File: config.mk
export PLATFORM = sky130hd
export DESIGN_NAME = ssc_startup
export DESIGN_NICKNAME = d
export VERILOG_FILES = /design/src/include/ssc_pkg.sv /design/src/hdl/ssc_startup.sv
export SDC_FILE = /design/constraint.sdc
export NUM_CORES = 1
export LEC_CHECK = 0
export BUFFER_PORTS_ARGS = -buffer_cell sky130_fd_sc_hd__buf_2
export CAP_MARGIN = 30
export CORE_ASPECT_RATIO = 1.1
export CORE_MARGIN = 2
export CORE_UTILIZATION = 41
export DETAILED_ROUTE_END_ITERATION = 12
export GPL_TIMING_DRIVEN = 0
export PLACE_DENSITY = 0.63
export REMOVE_ABC_BUFFERS = 1
export SLEW_MARGIN = 25
export SYNTH_ARGS = -nofsm -noshare
export SYNTH_HDL_FRONTEND = slang
export SYNTH_SLANG_ARGS = --single-unit
File: constraint.sdc
create_clock -name core_clk_i -period 3.6 [get_ports core_clk_i]
set_input_delay 0.36 -clock core_clk_i [delete_from_list [all_inputs] [get_ports core_clk_i]]
set_output_delay 0.36 -clock core_clk_i [all_outputs]
set_load 0.005 [all_outputs]
File: src/include/ssc_pkg.sv
// Constants, types and helpers shared by the startup sequencer.
package ssc_pkg;

  // ----------------------------------------------------------------------
  // Timing
  // ----------------------------------------------------------------------
  localparam int CLK_PERIOD_NS = 5;
  localparam int POR_DELAY_NS  = 20_000_000;  // 20 ms after supply good.
  localparam int POR_CYC       = POR_DELAY_NS / CLK_PERIOD_NS;
  localparam int LOCK_WAIT_NS  = 1_000_000;   // 1 ms PLL lock wait.
  localparam int LOCK_CYC      = LOCK_WAIT_NS / CLK_PERIOD_NS;
  localparam int I2C_QTR_NS    = 625;         // Quarter of a 400 kHz bit.
  localparam int I2C_QTR_CYC   = (I2C_QTR_NS + CLK_PERIOD_NS - 1)
                                 / CLK_PERIOD_NS;
  localparam logic [7:0] QTR_LAST      = 8'(I2C_QTR_CYC - 1);
  localparam logic [3:0] DIV_ALIGN_CYC = 4'h8;

  // ----------------------------------------------------------------------
  // Register image and serial memory transfer
  // ----------------------------------------------------------------------
  localparam int              NUM_REGS       = 16;
  localparam logic [15:0]     CFG_BASE_ADDR  = 16'h02fc;
  localparam logic [15:0]     GPIO_CFG_FIRST = 16'h0300;
  localparam logic [15:0]     GPIO_CFG_LAST  = 16'h0303;
  localparam logic [3:0]      REG_OE_LO      = 4'h0;
  localparam logic [3:0]      REG_OE_HI      = 4'h1;
  localparam logic [3:0]      REG_PLL_PWR    = 4'h2;
  localparam logic [7:0]      EE_ADDR_WR     = 8'ha0;
  localparam logic [7:0]      EE_ADDR_RD     = 8'ha1;
  localparam logic [7:0]      EE_WORD_ADDR   = 8'h00;
  localparam logic [4:0]      XFER_WR        = 5'h00;
  localparam logic [4:0]      XFER_WORD      = 5'h01;
  localparam logic [4:0]      XFER_RD        = 5'h02;
  localparam logic [4:0]      XFER_DATA0     = 5'h03;
  localparam logic [4:0]      XFER_LAST      = 5'h13;  // Checksum byte.

  // Built-in images: output enables and analog PLL power per strap code.
  localparam logic [15:0] DEF_OE  [4] = '{16'h0fff, 16'h0fff, 16'h0fff,
                                          16'h0ffb};
  localparam logic [2:0]  DEF_PWR [4] = '{3'h3, 3'h3, 3'h7, 3'h7};

  typedef enum logic [3:0] {
    S_POR   = 4'h0,
    S_START = 4'h1,
    S_BYTE  = 4'h2,
    S_STOP  = 4'h3,
    S_DEF   = 4'h4,
    S_CAL   = 4'h5,
    S_LOCK  = 4'h6,
    S_ALIGN = 4'h7,
    S_READY = 4'h8
  } ssc_state_t;

  // Byte of the built-in image for a strap code and register index.
  function automatic logic [7:0] default_byte(input logic [1:0] sel,
                                              input logic [3:0] idx);
    logic [15:0] oe;
    oe = DEF_OE[sel];
    if (idx == REG_OE_LO)
      return oe[7:0];
    else if (idx == REG_OE_HI)
      return oe[15:8];
    else if (idx == REG_PLL_PWR)
      return {5'h00, DEF_PWR[sel]};
    else
      return 8'h00;
  endfunction : default_byte

  // True when an image index lands on a pin configuration register.
  function automatic logic is_gpio_cfg(input logic [3:0] idx);
    logic [15:0] addr;
    addr = CFG_BASE_ADDR + {12'h000, idx};
    return (addr >= GPIO_CFG_FIRST) && (addr <= GPIO_CFG_LAST);
  endfunction : is_gpio_cfg

endpackage : ssc_pkg

File: src/hdl/ssc_startup.sv
// Startup sequencer: reset, image load, PLL calibration, ready status.
`timescale 1ns/1ps

// Notes on behaviour
// - internal reset ends 20 ms after oscillator supply
// - after reset, probe serial memory as master
// - memory image loads, pin config registers untouched
// - no memory or bad checksum: strap default
// - default image sets output enables per code
// - calibrate only powered analog PLLs
// - wait 1 ms for lock after calibration
// - then pulse divider alignment reset
// - third status pin copies ready flag
// - straps sampled at internal reset release
// - status pins driven, ready low until done
module ssc_startup #(
  parameter int unsigned POR_CYC  = ssc_pkg::POR_CYC,
  parameter int unsigned LOCK_CYC = ssc_pkg::LOCK_CYC,
  parameter int unsigned QTR_CYC  = ssc_pkg::I2C_QTR_CYC
) (
  input  wire logic        core_clk_i,
  input  wire logic        rst_b_i,
  input  wire logic        oscillator_supply_i,
  input  wire logic [1:0]  strap_sel_i,
  input  wire logic        sda_i,
  input  wire logic [2:0]  cal_done_i,
  input  wire logic        pll0_lock_i,
  output logic             scl_o,
  output logic             scl_oe_o,
  output logic             sda_o,
  output logic             sda_oe_o,
  output logic [2:0]       cal_req_o,
  output logic             div_reset_o,
  output logic [15:0]      out_enable_o,
  output logic [2:0]       analog_pll_power_o,
  output logic             cfg_from_eeprom_o,
  output logic             init_complete_flag_o,
  output logic             status_pin_three_o,
  output logic             status_pin_two_o
);

  ssc_pkg::ssc_state_t state_reg;
  logic [22:0] por_cnt_reg;
  logic        por_done_reg;
  logic [1:0]  strap_reg;
  logic [7:0]  qtr_cnt_reg;
  logic [1:0]  q_reg;
  logic [3:0]  bit_reg;
  logic [4:0]  xfer_reg;
  logic [7:0]  rx_reg;
  logic        ack_reg;
  logic [7:0]  sum_reg;
  logic        ee_ok_reg;
  logic [3:0]  idx_reg;
  logic [22:0] wait_reg;
  logic        ready_reg;
  logic        lock_reg;
  logic        scl_low_reg;
  logic        sda_low_reg;
  logic        scl_low_next;
  logic        sda_low_next;
  logic [7:0]  cfg_mem [ssc_pkg::NUM_REGS];
  logic        tick;
  logic        is_rx;
  logic        last_xfer;
  logic        store;
  logic        seq_rst;
  logic [3:0]  data_idx;
  logic [7:0]  tx_byte;
  logic [4:0]  data_off;
  logic [2:0]  pwr;

  // ----------------------------------------------------------------------
  // Internal power-on reset and strap capture
  // ----------------------------------------------------------------------
  // The delay restarts whenever the oscillator supply drops.
  always_ff @(posedge core_clk_i)
    if (!rst_b_i || !oscillator_supply_i)
    begin
      por_cnt_reg  <= 23'h000000;
      por_done_reg <= 1'b0;
    end
    else if (!por_done_reg)
    begin
      if (por_cnt_reg == 23'(POR_CYC - 1))
        por_done_reg <= 1'b1;
      else
        por_cnt_reg <= por_cnt_reg + 23'h000001;
    end

  // Straps are caught in the cycle the internal reset releases.
  always_ff @(posedge core_clk_i)
    if (!rst_b_i)
      strap_reg <= 2'h0;
    else if (!por_done_reg && oscillator_supply_i &&
             por_cnt_reg == 23'(POR_CYC - 1))
      strap_reg <= strap_sel_i;

  assign seq_rst = !rst_b_i || !por_done_reg || !oscillator_supply_i;

  // ----------------------------------------------------------------------
  // Serial memory transfer helpers
  // ----------------------------------------------------------------------
  // Quarter-bit enable; no clock stretching is supported by the memory.
  always_ff @(posedge core_clk_i)
    if (!rst_b_i || tick)
      qtr_cnt_reg <= 8'h00;
    else
      qtr_cnt_reg <= qtr_cnt_reg + 8'h01;

  // The quarter length is a parameter so that short runs stay short.
  assign tick      = (qtr_cnt_reg == 8'(QTR_CYC - 1));
  assign is_rx     = (xfer_reg >= ssc_pkg::XFER_DATA0);
  assign last_xfer = (xfer_reg == ssc_pkg::XFER_LAST);
  assign data_off  = xfer_reg - ssc_pkg::XFER_DATA0;
  assign data_idx  = data_off[3:0];
  assign tx_byte   = (xfer_reg == ssc_pkg::XFER_WR)   ? ssc_pkg::EE_ADDR_WR
                   : (xfer_reg == ssc_pkg::XFER_WORD) ? ssc_pkg::EE_WORD_ADDR
                   : ssc_pkg::EE_ADDR_RD;
  assign store     = (state_reg == ssc_pkg::S_BYTE) && tick && q_reg == 2'h3
                     && bit_reg == 4'h8 && is_rx && !last_xfer;

  // Open-drain levels per quarter: start, data bit, stop.
  always_comb
  begin
    scl_low_next = 1'b0;
    sda_low_next = 1'b0;
    case (state_reg)
      ssc_pkg::S_START:
      begin
        scl_low_next = (q_reg == 2'h0) || (q_reg == 2'h3);
        sda_low_next = q_reg[1];
      end
      ssc_pkg::S_BYTE:
      begin
        scl_low_next = (q_reg == 2'h0) || (q_reg == 2'h3);
        if (bit_reg != 4'h8)
          sda_low_next = !is_rx && !tx_byte[3'(4'h7 - bit_reg)];
        else
          sda_low_next = is_rx && !last_xfer;
      end
      ssc_pkg::S_STOP:
      begin
        scl_low_next = (q_reg == 2'h0);
        sda_low_next = !q_reg[1];
      end
      default:
      begin
        scl_low_next = 1'b0;
        sda_low_next = 1'b0;
      end
    endcase
  end

  // Pins are registered so that no glitch reaches the bus.
  always_ff @(posedge core_clk_i)
    if (!rst_b_i)
    begin
      scl_low_reg <= 1'b0;
      sda_low_reg <= 1'b0;
    end
    else
    begin
      scl_low_reg <= scl_low_next;
      sda_low_reg <= sda_low_next;
    end

  // Data and acknowledge are sampled late in the high phase of SCL.
  always_ff @(posedge core_clk_i)
    if (!rst_b_i)
    begin
      rx_reg  <= 8'h00;
      ack_reg <= 1'b1;
    end
    else if (state_reg == ssc_pkg::S_BYTE && tick && q_reg == 2'h2)
    begin
      if (bit_reg == 4'h8)
        ack_reg <= sda_i;
      else
        rx_reg <= {rx_reg[6:0], sda_i};
    end

  // ----------------------------------------------------------------------
  // Startup sequence
  // ----------------------------------------------------------------------
  // The first write address doubles as the presence probe: a missing
  // acknowledge ends the transfer and falls back to the strap image.
  always_ff @(posedge core_clk_i)
    if (seq_rst)
    begin
      state_reg <= ssc_pkg::S_POR;
      q_reg     <= 2'h0;
      bit_reg   <= 4'h0;
      xfer_reg  <= ssc_pkg::XFER_WR;
      sum_reg   <= 8'h00;
      ee_ok_reg <= 1'b0;
      idx_reg   <= 4'h0;
      wait_reg  <= 23'h000000;
    end
    else
    begin
      if (tick)
        q_reg <= q_reg + 2'h1;
      if (store)
        sum_reg <= sum_reg + rx_reg;
      case (state_reg)
        ssc_pkg::S_POR:
        begin
          state_reg <= ssc_pkg::S_START;
          q_reg     <= 2'h0;
        end
        ssc_pkg::S_START:
          if (tick && q_reg == 2'h3)
          begin
            state_reg <= ssc_pkg::S_BYTE;
            bit_reg   <= 4'h0;
          end
        ssc_pkg::S_BYTE:
          if (tick && q_reg == 2'h3)
          begin
            if (bit_reg != 4'h8)
              bit_reg <= bit_reg + 4'h1;
            else
            begin
              bit_reg <= 4'h0;
              if (!is_rx && ack_reg)
                state_reg <= ssc_pkg::S_STOP;
              else if (xfer_reg == ssc_pkg::XFER_WORD)
              begin
                state_reg <= ssc_pkg::S_START;
                xfer_reg  <= xfer_reg + 5'h01;
              end
              else if (last_xfer)
              begin
                state_reg <= ssc_pkg::S_STOP;
                ee_ok_reg <= ((sum_reg + rx_reg) == 8'h00);
              end
              else
                xfer_reg <= xfer_reg + 5'h01;
            end
          end
        ssc_pkg::S_STOP:
          if (tick && q_reg == 2'h3)
          begin
            state_reg <= ee_ok_reg ? ssc_pkg::S_CAL : ssc_pkg::S_DEF;
            idx_reg   <= 4'h0;
          end
        ssc_pkg::S_DEF:
        begin
          idx_reg <= idx_reg + 4'h1;
          if (idx_reg == 4'hf)
            state_reg <= ssc_pkg::S_CAL;
        end
        ssc_pkg::S_CAL:
          if ((cal_done_i & pwr) == pwr)
          begin
            state_reg <= ssc_pkg::S_LOCK;
            wait_reg  <= 23'h000000;
          end
        ssc_pkg::S_LOCK:
          if (wait_reg == 23'(LOCK_CYC - 1))
          begin
            state_reg <= ssc_pkg::S_ALIGN;
            wait_reg  <= 23'h000000;
          end
          else
            wait_reg <= wait_reg + 23'h000001;
        ssc_pkg::S_ALIGN:
          if (wait_reg == 23'({19'h00000, ssc_pkg::DIV_ALIGN_CYC} - 1))
            state_reg <= ssc_pkg::S_READY;
          else
            wait_reg <= wait_reg + 23'h000001;
        default:
          state_reg <= ssc_pkg::S_READY;
      endcase
    end

  // ----------------------------------------------------------------------
  // Configuration registers
  // ----------------------------------------------------------------------
  // A failed load leaves partial bytes that the default pass overwrites.
  always_ff @(posedge core_clk_i)
    if (!rst_b_i)
    begin
      for (int i = 0; i < ssc_pkg::NUM_REGS; i++)
        cfg_mem[i] <= 8'h00;
    end
    else if (store && !ssc_pkg::is_gpio_cfg(data_idx))
      cfg_mem[data_idx] <= rx_reg;
    else if (state_reg == ssc_pkg::S_DEF)
      cfg_mem[idx_reg] <= ssc_pkg::default_byte(strap_reg, idx_reg);

  // ----------------------------------------------------------------------
  // Status and outputs
  // ----------------------------------------------------------------------
  // Ready follows the first cycle spent in the final state.
  always_ff @(posedge core_clk_i)
    if (seq_rst)
    begin
      ready_reg <= 1'b0;
      lock_reg  <= 1'b0;
    end
    else
    begin
      ready_reg <= (state_reg == ssc_pkg::S_READY);
      lock_reg  <= pll0_lock_i;
    end

  assign pwr                  = cfg_mem[ssc_pkg::REG_PLL_PWR][2:0];
  assign cal_req_o            = (state_reg == ssc_pkg::S_CAL) ? pwr : 3'h0;
  assign div_reset_o          = (state_reg == ssc_pkg::S_ALIGN);
  assign out_enable_o         = {cfg_mem[ssc_pkg::REG_OE_HI],
                                 cfg_mem[ssc_pkg::REG_OE_LO]};
  assign analog_pll_power_o   = pwr;
  assign cfg_from_eeprom_o    = ee_ok_reg;
  assign init_complete_flag_o = ready_reg;
  assign status_pin_three_o   = ready_reg;
  assign status_pin_two_o     = lock_reg;
  assign scl_o                = 1'b0;
  assign scl_oe_o             = scl_low_reg;
  assign sda_o                = 1'b0;
  assign sda_oe_o             = sda_low_reg;

  // ----------------------------------------------------------------------
  // Checks
  // ----------------------------------------------------------------------
  logic [22:0] lk_h_reg;

  always_ff @(posedge core_clk_i)
    if (!rst_b_i || state_reg == ssc_pkg::S_CAL)
      lk_h_reg <= 23'h000000;
    else if (state_reg == ssc_pkg::S_LOCK)
      lk_h_reg <= lk_h_reg + 23'h000001;
endmodule : ssc_startup

==> flow_metrics.tcl <==
set metrics [dict create \
    status "finished clean" \
    cp_top_family "simple AND/OR/NAND/NOR gates" \
    min_path_type "input port to register" \
    finalHoldViolations 0 \
    area_delta_synth_final_pct 15.13 \
    power_mw 3.086 \
    clk_latency_ps 410 \
    layout_common_cells "100 x nor2_1, 97 x dfxtp_1, 43 x nand2_1, 38 x buf_2" \
    worst_ir_drop_vdd_mv 0.3178 \
    tns_ps 0 \
    final_nets 787 \
    syn_area_um2 6310 \
    post-place-cells 927 \
    timing.critical_path.buf_inv 0 \
    finalInstanceArea_um2 7264 \
    hold_depth 2 \
    grt_start_max_net_pins 28 \
    reg2reg_setup_slack_ps 270 \
    grt_pass1_wl_um 23720 \
    required_ps 3670 \
    timing.rr.start "state_reg[0]$_SDFFE_PP0P_" \
    ys_warn_count 0 \
    cts_max_path_buffers 2 \
    die_x_um 122.3 \
    hp-start "pll0_lock_i" \
    root_buffer "clkbuf_16" \
    yosysSeqAreaShare_pct 40.13 \
    fmax_mhz 300.0 \
    final_common_cell "nor2_1" \
    grt_overflow 0 \
    cts_tree "yes" \
    place_congestion 0.8790 \
    ioPinCount 41 \
    critPathArrivalTime_ps 3400 \
    setup_ws_ps 266.6 \
    ys_ff_latch 117 \
    power.leakage_nw 2.466 \
    holdPathEnd "status_pin_two_o$_SDFF_PP0_" \
    via_count 5239 \
    synth_edf_count 19 \
    dieArea_um2 16400 \
    postCtsSetupBuffers 0 \
    slew_headroom_pct 38.96 \
    p_per_area_nw_per_um2 424.8 \
    antennaDiodeCount 0 \
    min_period_ps 3333 \
    route.detailed.wl_per_inst_um 14.60 \
    power_frac_seq_pct 43.8 \
    maxCapViolations 0 \
    num_rows 47 \
    worst_setup_path_end_kind "register" \
    switching_share_pct 20.85 \
    startpoint_type "register" \
    placed_area_um2 6665 \
    fillCellCount 1379 \
    criticalPathCategory "register to register" \
    core_um2 15050 \
    vias_per_cell 5.463 \
    async_flop_share_pct 0 \
    fin_cells 959 \
    tightest_slew_ps 910.6 \
    path_cells "or4b_4 > nor4_4 > nand3b_2 > a2111oi_2 > a31oi_2 > o21ai_2" \
    clock-sinks 117 \
    critPathMaxFanout 17 \
    p_sw_uw 643.2 \
    final-seq-area_um2 2534 \
    drive_above_1_share_pct 13.50 \
    synth_ff_type "dfxtp_1" \
    ant_nets 0 \
    drt_iter0_markers 338 \
    antenna_found_initial 0 \
    cts_buffers 17 \
    drc_errors 0 \
    reg2regPathDepth 6 \
    first_pass_iters 4 \
    rsz0062_at_grt "no" \
    initial_utilization_pct 41.91 \
    grt_pass1_vias 5115 \
    r2r_end "cfg_mem[1][5]$_SDFFCE_PN0P_" \
    p_clk_share_pct 54.6 \
    period_share_pct 92.59 \
    finalCoreUtilization_pct 48.25 \
    dpl_worst_slack_ps -100.0 \
    internal-power_mw 2.442 \
    cts_resized 2 \
    routed_wl_um 14000 \
    netlist_instances 720 \
    crit_slowest_cell "or4b_4" \
    power_frac_comb_pct 1.6 \
    io_buffers 38 \
    ys_types 67 \
    syn_avg_cell_area_um2 8.764 \
    grt_usage_pct 18.09 \
    die_h_um 134.1 \
    hpwlAfterDp_um 9978 \
    ctsHoldBuffers 0 \
    cpPeakStageDelay_ps 650 \
    fin_hold_ws_ps 159.1 \
    worst_clock_skew_ps 7.555 \
    clk_pin_slew_worst_paths_ps 50 \
    multi_input_area_um2 3588 \
    drv_slew 0 \
    final-setup-viol-count 0 \
    htreeDepth 4 \
]
## power by group through the flow
| stage | Sequential (mW) | Clock (mW) | Combinational [mW] |
|---|---|---|---|
| 2_1_floorplan | 1.38 | 0 | 0.0207 |
| 3_3_place_gp | 1.38 | 0 | 0.0477 |
| 3_5_place_dp | 1.38 | 0 | 0.0496 |
| 4_1_cts | 1.35 | 1.72 | 0.0501 |
| 5_1_grt | 1.35 | 1.78 | 0.0549 |
| 6_report | 1.35 | 1.68 | 0.0493 |
## metal layers
layer,global-route usage [%],routed length (um),share of wire [%]
met1,22.12,6265,45
met2,29.69,6941,50
met3,5.102,495,3.5
met4,7.599,293,2.1
met5,0,0,0
## synth_stat cells (all sizes together), types with 4 or more instances
cell / count / area [um2]
a21o: 5 / 37.54
a21oi: 36 / 180.2
a31oi: 8 / 62.56
and2: 9 / 56.30
and3: 9 / 56.30
and4: 8 / 70.07
buf: 8 / 52.54
clkbuf: 22 / 82.58
dfxtp: 98 / 1962
edfxtp: 19 / 570.6
ha: 26 / 325.3
inv: 26 / 97.59
mux2i: 17 / 170.2
nand2: 43 / 161.4
nand2b: 6 / 37.54
nand3: 32 / 160.2
nand3b: 7 / 56.30
nand4: 21 / 131.4
nand4b: 5 / 43.79
nor2: 100 / 375.4
nor2b: 16 / 100.1
nor3: 39 / 205.2
nor3b: 4 / 30.03
nor4: 19 / 133.9
nor4b: 7 / 82.57
o21a: 4 / 30.03
o21ai: 18 / 90.08
or2: 11 / 68.82
or3: 6 / 37.54
xnor2: 35 / 306.5
xor2: 21 / 183.9
## final cells by class
type / count / share of cell area, %
inverters: 26 / 1.343
well taps: 196 / 3.376
multi-input cells: 548 / 49.40
repair buffers: 40 / 2.876
clock inverters: 14 / 2.222
flip-flops and latches: 117 / 34.88
clock buffers: 18 / 5.908
## logic make-up (layout without fill, tap and decap cells)
group,Yosys count,count (layout),share of synthesized area [%]
adder cells (fa/ha/maj),27,27,5.473
AND/OR/NAND/NOR,352,352,30.24
other,1,2,0.05943
AO/OA/AOI/OAI,94,94,9.935
buffers and inverters,56,98,3.688
flip-flops,117,117,40.13
multiplexers,17,17,2.697
XOR/XNOR,56,56,7.773
## worst max path at each step
stage,cells after the start,end,startpoint,slack (ps)
floorplan,6,cfg_mem[1][0]$_SDFFCE_PN0P_,state_reg[1]$_SDFFE_PP0P_,430
global route,6,cfg_mem[0][2]$_SDFFCE_PN0P_,state_reg[0]$_SDFFE_PP0P_,80
CTS,6,cfg_mem[1][0]$_SDFFCE_PN0P_,state_reg[1]$_SDFFE_PP0P_,100
global placement,6,wait_reg[10]$_SDFFE_PP0P_,state_reg[1]$_SDFFE_PP0P_,-460
finish,6,cfg_mem[1][5]$_SDFFCE_PN0P_,state_reg[0]$_SDFFE_PP0P_,270
detailed placement,6,cfg_mem[1][6]$_SDFFCE_PN0P_,state_reg[1]$_SDFFE_PP0P_,-100
(Power assumes the default switching activity.)
